File: src/verilog/rnc_defs.vh
// constants for the row noise correction stage
`ifndef RNC_DEFS_VH
`define RNC_DEFS_VH

// ----------------------------------------------------------------------
// register offsets
// ----------------------------------------------------------------------
`define RNC_ADDR_CTRL        8'h70
`define RNC_ADDR_CONST       8'h72
`define RNC_ADDR_DARKSTART   8'h73
`define RNC_ADDR_FRAMEAVG    8'h42

// ----------------------------------------------------------------------
// control register fields
// ----------------------------------------------------------------------
`define RNC_CTRL_CNT_MSB     3
`define RNC_CTRL_CNT_LSB     0
`define RNC_CTRL_RSVD_BIT    4
`define RNC_CTRL_EN_BIT      5
`define RNC_CTRL_BLA_BIT     11

// ----------------------------------------------------------------------
// reset values
// ----------------------------------------------------------------------
`define RNC_RST_CNT          4'h4
`define RNC_RST_EN           1'b1
`define RNC_RST_BLA          1'b0
`define RNC_RST_CONST        8'h2a
`define RNC_RST_DARKSTART    10'h2f7

// ----------------------------------------------------------------------
// pixel geometry and arithmetic
// ----------------------------------------------------------------------
`define RNC_ACTIVE_COLS      10'h2f0
`define RNC_PIX_MAX          12'h3ff
`define RNC_RECIP_SHIFT      16

`endif

File: src/verilog/rnc_row_correct.v
// row-wise dark level noise correction stage with its registers
`timescale 1ns/1ns
`default_nettype none
`include "rnc_defs.vh"

module rnc_row_correct
(
   input  wire        sys_clk,
   input  wire        rst_n,
   input  wire        regWrEn,
   input  wire [7:0]  regAddr,
   input  wire [15:0] regWrData,
   output reg  [15:0] regRdData_q,
   input  wire        frameValid,
   input  wire        lineValid,
   input  wire        pixValid,
   input  wire [9:0]  pixCol,
   input  wire [9:0]  pixData,
   input  wire [7:0]  frameDarkAvg,
   output reg         corrValid_q,
   output reg  [9:0]  corrData_q,
   output reg         corrLineValid_q,
   output reg         corrFrameValid_q
);

   // ----------------------------------------------------------------------
   // pending register values, written by software
   // ----------------------------------------------------------------------
   reg  [3:0]  cntPend_q;
   reg         enPend_q;
   reg         blaPend_q;
   reg  [7:0]  constPend_q;
   reg  [9:0]  startPend_q;

   // ----------------------------------------------------------------------
   // active values, used by the pixel path
   // ----------------------------------------------------------------------
   reg  [3:0]  cntAct_q;
   reg         enAct_q;
   reg         blaAct_q;
   reg  [7:0]  constAct_q;
   reg  [9:0]  startAct_q;
   reg  [7:0]  frameAvgAct_q;

   reg         frameValidDly_q;
   reg         lineValidDly_q;
   wire        frameStart;
   wire        lineStart;
   wire [9:0]  darkEnd;
   wire        inDark;
   wire        isActive;
   wire [9:0]  rowAvg;
   wire [9:0]  darkAvg;
   wire [11:0] corrected;

   // ----------------------------------------------------------------------
   // helpers
   // ----------------------------------------------------------------------
   function [4:0] darkCount;
      input [3:0] code;
      begin
         case (code)
            4'h0:    darkCount = 5'h02;
            4'h1:    darkCount = 5'h04;
            4'h2:    darkCount = 5'h06;
            4'h4:    darkCount = 5'h0a;
            4'h8:    darkCount = 5'h12;
            // illegal codes behave as the reset count
            default: darkCount = 5'h0a;
         endcase
      end
   endfunction

   // signed 12-bit arithmetic, then clamp so dark rows never wrap
   function [9:0] clampPix;
      input [11:0] value;
      begin
         if (value[11])
            clampPix = 10'h000;
         else if (value > `RNC_PIX_MAX)
            clampPix = 10'h3ff;
         else
            clampPix = value[9:0];
      end
   endfunction

   assign frameStart = frameValid & ~frameValidDly_q;
   assign lineStart  = lineValid & ~lineValidDly_q;
   assign darkEnd    = startAct_q + {5'h00, darkCount(cntAct_q)};
   assign inDark     = (pixCol >= startAct_q) && (pixCol < darkEnd);
   assign isActive   = pixCol < `RNC_ACTIVE_COLS;

   // ----------------------------------------------------------------------
   // dark average per row
   // ----------------------------------------------------------------------
   rnc_dark_avg u_dark_avg
   (
      .sys_clk    (sys_clk),
      .rst_n      (rst_n),
      .rowClear   (lineStart),
      .sampleEn   (pixValid & lineValid & inDark),
      .sampleData (pixData),
      .countCode  (cntAct_q),
      .darkAvg_q  (darkAvg)
   );

   // the frame average is latched as delivered, before later offset moves
   assign rowAvg = blaAct_q ? {2'b00, frameAvgAct_q} : darkAvg;

   assign corrected = {2'b00, pixData} - {2'b00, rowAvg}
                      + {4'h0, constAct_q};

   // ----------------------------------------------------------------------
   // register writes and frame-boundary shadow transfer
   // ----------------------------------------------------------------------
   always @(posedge sys_clk)
   begin
      if (!rst_n)
      begin
         cntPend_q     <= `RNC_RST_CNT;
         enPend_q      <= `RNC_RST_EN;
         blaPend_q     <= `RNC_RST_BLA;
         constPend_q   <= `RNC_RST_CONST;
         startPend_q   <= `RNC_RST_DARKSTART;
         cntAct_q      <= `RNC_RST_CNT;
         enAct_q       <= `RNC_RST_EN;
         blaAct_q      <= `RNC_RST_BLA;
         constAct_q    <= `RNC_RST_CONST;
         startAct_q    <= `RNC_RST_DARKSTART;
         frameAvgAct_q <= 8'h00;
      end
      else
      begin
         if (regWrEn)
         begin
            case (regAddr)
               `RNC_ADDR_CTRL:
               begin
                  cntPend_q <= regWrData[`RNC_CTRL_CNT_MSB:`RNC_CTRL_CNT_LSB];
                  enPend_q  <= regWrData[`RNC_CTRL_EN_BIT];
                  blaPend_q <= regWrData[`RNC_CTRL_BLA_BIT];
               end
               `RNC_ADDR_CONST:     constPend_q <= regWrData[7:0];
               `RNC_ADDR_DARKSTART: startPend_q <= regWrData[9:0];
               default:
               begin
               end
            endcase
         end
         // a write in the frame-start cycle lands in the next frame
         if (frameStart)
         begin
            cntAct_q      <= cntPend_q;
            enAct_q       <= enPend_q;
            blaAct_q      <= blaPend_q;
            constAct_q    <= constPend_q;
            startAct_q    <= startPend_q;
            frameAvgAct_q <= frameDarkAvg;
         end
      end
   end

   // ----------------------------------------------------------------------
   // register reads, one cycle after the address
   // ----------------------------------------------------------------------
   always @(posedge sys_clk)
   begin
      if (!rst_n)
         regRdData_q <= 16'h0000;
      else
      begin
         case (regAddr)
            `RNC_ADDR_CTRL:
               regRdData_q <= {4'h0, blaPend_q, 5'h00, enPend_q, 1'b1,
                               cntPend_q};
            `RNC_ADDR_CONST:     regRdData_q <= {8'h00, constPend_q};
            `RNC_ADDR_DARKSTART: regRdData_q <= {6'h00, startPend_q};
            `RNC_ADDR_FRAMEAVG:
               regRdData_q <= {8'h00, frameDarkAvg};
            default:             regRdData_q <= 16'h0000;
         endcase
      end
   end

   // ----------------------------------------------------------------------
   // pixel path
   // ----------------------------------------------------------------------
   always @(posedge sys_clk)
   begin
      if (!rst_n)
      begin
         frameValidDly_q  <= 1'b0;
         lineValidDly_q   <= 1'b0;
         corrValid_q      <= 1'b0;
         corrData_q       <= 10'h000;
         corrLineValid_q  <= 1'b0;
         corrFrameValid_q <= 1'b0;
      end
      else
      begin
         frameValidDly_q  <= frameValid;
         lineValidDly_q   <= lineValid;
         corrLineValid_q  <= lineValid;
         corrFrameValid_q <= frameValid;
         corrValid_q      <= pixValid & lineValid & isActive;
         if (pixValid & lineValid & isActive)
         begin
            if (enAct_q)
               corrData_q <= clampPix(corrected);
            else
               corrData_q <= pixData;
         end
      end
   end

endmodule
`default_nettype wire

File: src/verilog/rnc_dark_avg.v
// per-row dark column accumulator and averager
`timescale 1ns/1ns
`default_nettype none
`include "rnc_defs.vh"

module rnc_dark_avg
(
   input  wire        sys_clk,
   input  wire        rst_n,
   input  wire        rowClear,
   input  wire        sampleEn,
   input  wire [9:0]  sampleData,
   input  wire [3:0]  countCode,
   output reg  [9:0]  darkAvg_q
);

   reg  [14:0] sum_q;
   wire [30:0] product;

   // ----------------------------------------------------------------------
   // reciprocal of the dark pixel count, 2^16 / n rounded up
   // ----------------------------------------------------------------------
   function [15:0] recip;
      input [3:0] code;
      begin
         case (code)
            4'h0:    recip = 16'h8000;
            4'h1:    recip = 16'h4000;
            4'h2:    recip = 16'h2aab;
            4'h4:    recip = 16'h199a;
            4'h8:    recip = 16'h0e39;
            // illegal codes fall back to the reset count of ten
            default: recip = 16'h199a;
         endcase
      end
   endfunction

   // multiply instead of divide: n is not a power of two for most codes
   assign product = sum_q * recip(countCode);

   always @(posedge sys_clk)
   begin
      if (!rst_n)
      begin
         sum_q     <= 15'h0000;
         darkAvg_q <= 10'h000;
      end
      else
      begin
         // the first dark sample may share the row-start cycle
         if (rowClear && sampleEn)
            sum_q <= {5'h00, sampleData};
         else if (rowClear)
            sum_q <= 15'h0000;
         else if (sampleEn)
            sum_q <= sum_q + {5'h00, sampleData};
         darkAvg_q <= product[`RNC_RECIP_SHIFT + 9:`RNC_RECIP_SHIFT];
      end
   end

endmodule
`default_nettype wire

File: config.mk
export PLATFORM = sky130hd
export DESIGN_NAME = rnc_row_correct
export DESIGN_NICKNAME = d
export VERILOG_FILES = /design/src/verilog/rnc_row_correct.v /design/src/verilog/rnc_dark_avg.v
export VERILOG_INCLUDE_DIRS = /design/src /design/src/verilog
export SDC_FILE = /design/constraint.sdc
export NUM_CORES = 1
export LEC_CHECK = 0
export BUFFER_PORTS_ARGS = -buffer_cell sky130_fd_sc_hd__buf_2
export CORE_MARGIN = 1
export CORE_UTILIZATION = 45
export CTS_CLUSTER_DIAMETER = 40
export DETAILED_ROUTE_END_ITERATION = 7
export PLACE_DENSITY = 0.69
export SYNTH_ARGS = -nofsm -noshare
export SYNTH_HDL_FRONTEND = slang
export SYNTH_HIERARCHICAL = 1
export SYNTH_SLANG_ARGS = --single-unit
File: constraint.sdc
create_clock -name sys_clk -period 11.5 [get_ports sys_clk]
set_input_delay 1.725 -clock sys_clk [delete_from_list [all_inputs] [get_ports sys_clk]]
set_output_delay 1.725 -clock sys_clk [all_outputs]
set_load 0.02 [all_outputs]
==> run_summary.xml <==
<?xml version="1.0" encoding="UTF-8"?>
<metrics>
  <group name="layout">
    <metric name="drive_above_1_share" unit="%">8.34</metric>
    <metric name="fillerInstances" unit="">2489</metric>
    <metric name="seqCellArea" unit="µm²">2100</metric>
    <metric name="area_taken_by_multi_input_logic_gates" unit="µm²">9010</metric>
    <metric name="final_design_area_no_fill" unit="µm²">13200</metric>
    <metric name="layout.core_utilization" unit="%">50.1</metric>
    <metric name="diodes" unit="">0</metric>
    <metric name="flow.area_growth_from_synthesis" unit="%">7.93</metric>
    <metric name="num-nets-final" unit="">1807</metric>
  </group>
  <group name="worst_setup_path">
    <metric name="timing.critical_path.slowest_cell_delay" unit="ps">870</metric>
    <metric name="path_cells" unit="">nor3_2 &gt; nor2_1 &gt; nand2_1 &gt; nand2_1 &gt; fa_1 &gt; inv_1 &gt; fa_1 &gt; inv_1 &gt; fa_1 &gt; fa_1 &gt; fa_1 &gt; inv_1 &gt; fa_1 &gt; inv_1 &gt; ha_1 &gt; a22o_1 &gt; o41ai_1 &gt; o21ai_2 &gt; a41o_1 &gt; a31oi_1 &gt; mux2i_1</metric>
    <metric name="cp_data_required_time" unit="ps">11780</metric>
    <metric name="critical_path_arrival" unit="ps">8100</metric>
    <metric name="criticalPathCategory" unit="">reg2reg</metric>
    <metric name="cp_max_delay_cell" unit="">nor3_2</metric>
    <metric name="end_kind" unit="">flip-flop</metric>
    <metric name="cp.buffers_inverters" unit="">4</metric>
    <metric name="critical-path-top-cell-by-count" unit="">fa_1</metric>
    <metric name="start_kind" unit="">flip-flop</metric>
    <metric name="critPathTopFamily" unit="">adder cells</metric>
    <metric name="crit_fanout" unit="">21</metric>
  </group>
  <group name="floorplanning">
    <metric name="dieWidth" unit="µm">167</metric>
    <metric name="io_pins" unit="">87</metric>
    <metric name="die_area" unit="µm²">27800</metric>
    <metric name="core" unit="µm²">26400</metric>
    <metric name="placement_rows" unit="">59</metric>
    <metric name="starting_density_of_the_core" unit="%">46.4</metric>
    <metric name="die_height" unit="µm">167</metric>
  </group>
  <group name="clock_tree">
    <metric name="insertion_delay" unit="ps">370</metric>
    <metric name="cts.root.buffer_cell" unit="">clkbuf_16</metric>
    <metric name="cts_resized" unit="">0</metric>
    <metric name="clock_tree.buffer_depth" unit="">2</metric>
    <metric name="htree_levels" unit="">3</metric>
    <metric name="cts_inserted_buffers" unit="">9</metric>
    <metric name="cts_tree" unit="">done</metric>
    <metric name="cts.reportedPaths.clkPinSlew" unit="ps">80</metric>
    <metric name="post_cts.repair.setup_buffers" unit="">0</metric>
    <metric name="cts_num_sinks" unit="">105</metric>
    <metric name="cts_hold_buffers" unit="">0</metric>
  </group>
  <group name="synthesis">
    <metric name="synthesized_instance_count" unit="">1409</metric>
    <metric name="ys_ff_latch" unit="">105</metric>
    <metric name="yosysTopAreaCellShare" unit="%">23.7</metric>
    <metric name="synthesis.yosys.warnings" unit="">6</metric>
    <metric name="dominantRegCellSynth" unit="">dfxtp_1</metric>
    <metric name="synth-edff-count" unit="">0</metric>
    <metric name="post_synth_num_cell_types" unit="">73</metric>
    <metric name="synth.area.top_cells" unit="">fa_1 (24%), dfxtp_1 (17%), ha_1 (15%)</metric>
    <metric name="synthesis.area" unit="µm²">12200</metric>
    <metric name="netlist_top_cells_count" unit="">inv_1 (246), nand2_1 (205), ha_1 (147)</metric>
    <metric name="async_flop_share" unit="%">0</metric>
    <metric name="share_of_synthesized_area_occupied_by_flip_flops_and_latches" unit="%">17.2</metric>
    <metric name="yosys.area.top_type" unit="">fa_1</metric>
    <metric name="synth.most_common_cell" unit="">inv_1</metric>
    <metric name="synth.avg_cell_area" unit="µm²">8.68</metric>
  </group>
  <group name="detailed_routing">
    <metric name="detail_route.vias_per_cell" unit="">5.38</metric>
    <metric name="drc" unit="">0</metric>
    <metric name="wire_per_inst" unit="µm">16.2</metric>
    <metric name="route.final.wire_length" unit="mm">29.1</metric>
    <metric name="initialDrtViolationCount" unit="">619</metric>
    <metric name="dr_total_vias" unit="">9664</metric>
    <metric name="drt_first_pass_iters" unit="">5</metric>
    <metric name="antenna_violating_nets_post_route" unit="">0</metric>
  </group>
  <group name="global_route">
    <metric name="vias_in_the_first_global_route" unit="">9932</metric>
    <metric name="globalRouteTotalUtil" unit="%">22.0</metric>
    <metric name="grt_pass1_wl" unit="mm">49.5</metric>
    <metric name="grt.overflow.total" unit="">0</metric>
    <metric name="antenna_found_initial" unit="">0</metric>
    <metric name="largest_net_degree_at_the_start_of_global_routing" unit="">78</metric>
  </group>
  <group name="place">
    <metric name="dp.final_hpwl" unit="mm">24.3</metric>
    <metric name="detailed_place.area" unit="µm²">12900</metric>
    <metric name="place_congestion" unit="">0.920</metric>
    <metric name="port-buffer-count" unit="">76</metric>
  </group>
  <group name="power">
    <metric name="total_leakage_power" unit="nW">6.96</metric>
    <metric name="worst_ir_drop_vdd" unit="V">0.000111</metric>
    <metric name="power-per-cell-area" unit="nW/µm²">69.0</metric>
  </group>
  <group name="timing">
    <metric name="skew" unit="ps">20.0</metric>
    <metric name="setup-violations-final" unit="">0</metric>
    <metric name="timing_worst_slew_pin_value" unit="ps">1090</metric>
    <metric name="timing.final.hold_violations" unit="">0</metric>
    <metric name="fmax" unit="MHz">128</metric>
    <metric name="finalMaxSlewViolations" unit="">0</metric>
    <metric name="grt_setup_unrepaired" unit="">no</metric>
    <metric name="final.setup.tns" unit="ps">0</metric>
    <metric name="period_share" unit="%">68.0</metric>
    <metric name="relSlewSlack" unit="%">26.9</metric>
    <metric name="fin_crit" unit="ps">7820</metric>
  </group>
  <group name="run">
    <metric name="maxCapViolCount" unit="">0</metric>
  </group>
  <group name="status">
    <metric name="outcome" unit="">finished, final reports clean</metric>
  </group>
  <group name="hold_path">
    <metric name="holdCritPathClass" unit="">reg2reg</metric>
  </group>
</metrics>
==> worst reg2reg max path: stages, from the launching register on <==
cell     delay (ps)
dfxtp_1         610
nor3_2          870
nor2_1          340
nand2_1         280
nand2_1         150
fa_1            520
inv_1            50
fa_1            520
inv_1            50
fa_1            510
fa_1            440
fa_1            550
inv_1            80
fa_1            550
inv_1            40
ha_1            320
a22o_1          230
o41ai_1         710
o21ai_2         180
a41o_1          330
a31oi_1         210
mux2i_1         200
==> cells by family (layout without fill, tap and decap cells) <==
kind of cell / Yosys count / in the layout / share of synthesized area (%)
flip-flops: 105 / 105 / 17.2
AND/OR/NAND/NOR: 413 / 413 / 16.3
other: 1 / 5 / 0.0307
AO/OA/AOI/OAI: 234 / 234 / 13.1
XOR/XNOR: 49 / 49 / 3.57
adder cells (fa/ha/maj): 292 / 292 / 38.8
multiplexers: 20 / 20 / 1.67
buffers and inverters: 295 / 344 / 9.32
==> layer usage <==
layer  global-route usage (%)  vias up  share of wire (%)
li1                         -     4682                  -
met1                     29.4     4639                 45
met2                     37.0      293                 47
met3                     2.31       50                5.3
met4                     7.65        0                2.8
met5                        0        -                  0
==> worst paths after layout <==
path | depth (start not counted) | from | to | slack (ps)
min | 2 | frameAvgAct_q[0] | frameAvgAct_q[0] | 470
min reg2reg | 2 | frameAvgAct_q[0] | frameAvgAct_q[0] | 470
max reg2reg | 21 | cntAct_q[0] | u_dark_avg/darkAvg_q[7] | 3680
max | 21 | cntAct_q[0] | u_dark_avg/darkAvg_q[7] | 3680
==> where the power goes <==
group,leakage (nW),internal [W],total (W),switching (W)
registers,0.853,0.000373,0.000381,0.00000866
logic,5.95,0.0000872,0.000214,0.000127
clock network,0.149,0.000157,0.000316,0.000159
total,6.96,0.000617,0.000911,0.000295
==> flip-flops by register name, summed over array words and instances (netlist names), 4 cells and up <==
signal / flops
constPend_q: 8
corrData_q: 10
startAct_q: 10
constAct_q: 8
cntPend_q: 4
frameAvgAct_q: 8
regRdData_q: 11
cntAct_q: 4
u_dark_avg/sum_q: 15
u_dark_avg/darkAvg_q: 10
startPend_q: 10
==> cell usage in the layout, fill, tap and decap left out, types with 3 or more instances in the layout <==
master,n
clkinv_8,4
dfxtp_1,105
buf_2,76
xnor2_1,32
xor2_1,16
nor2b_1,21
nor3_1,5
a22oi_1,6
inv_1,246
mux2_2,3
clkbuf_16,9
a31oi_1,16
nand2b_1,28
buf_4,6
mux2i_1,17
nand2_1,205
fa_1,145
o21bai_1,3
a222oi_1,8
o21a_1,4
conb_1,5
or3_1,4
ha_1,147
o211ai_1,19
nand4_1,5
and4_1,3
a211oi_1,8
a21boi_0,31
a22o_1,6
a21o_1,17
and3_1,16
nor2_1,48
a21oi_1,39
nand3_1,22
and2_1,33
o21ai_0,42
o21ai_1,9
==> final cells by class <==
cell class	instances	share of cell area, %
Timing Repair Buffer	82	3.22
Tap cell	335	3.18
Clock inverter	7	0.702
Multi-Input combinational cell	1013	68.3
Inverter	246	7.00
Sequential cell	105	15.9
Clock buffer	9	1.71
==> stage by stage <==
stage	instances	worst slack (ps)	hold slack, ps	power (W)
final	1797	3680	468	0.000911
after global routing	1797	3390	499	0.000961
after CTS	1797	3650	470	0.000919
after detailed placement	1781	3710	459	0.000602
after global placement	1781	3840	457	0.000598
after floorplan	1413	4750	440	0.000543
No activity file was read; power rests on OpenSTA's default activity.
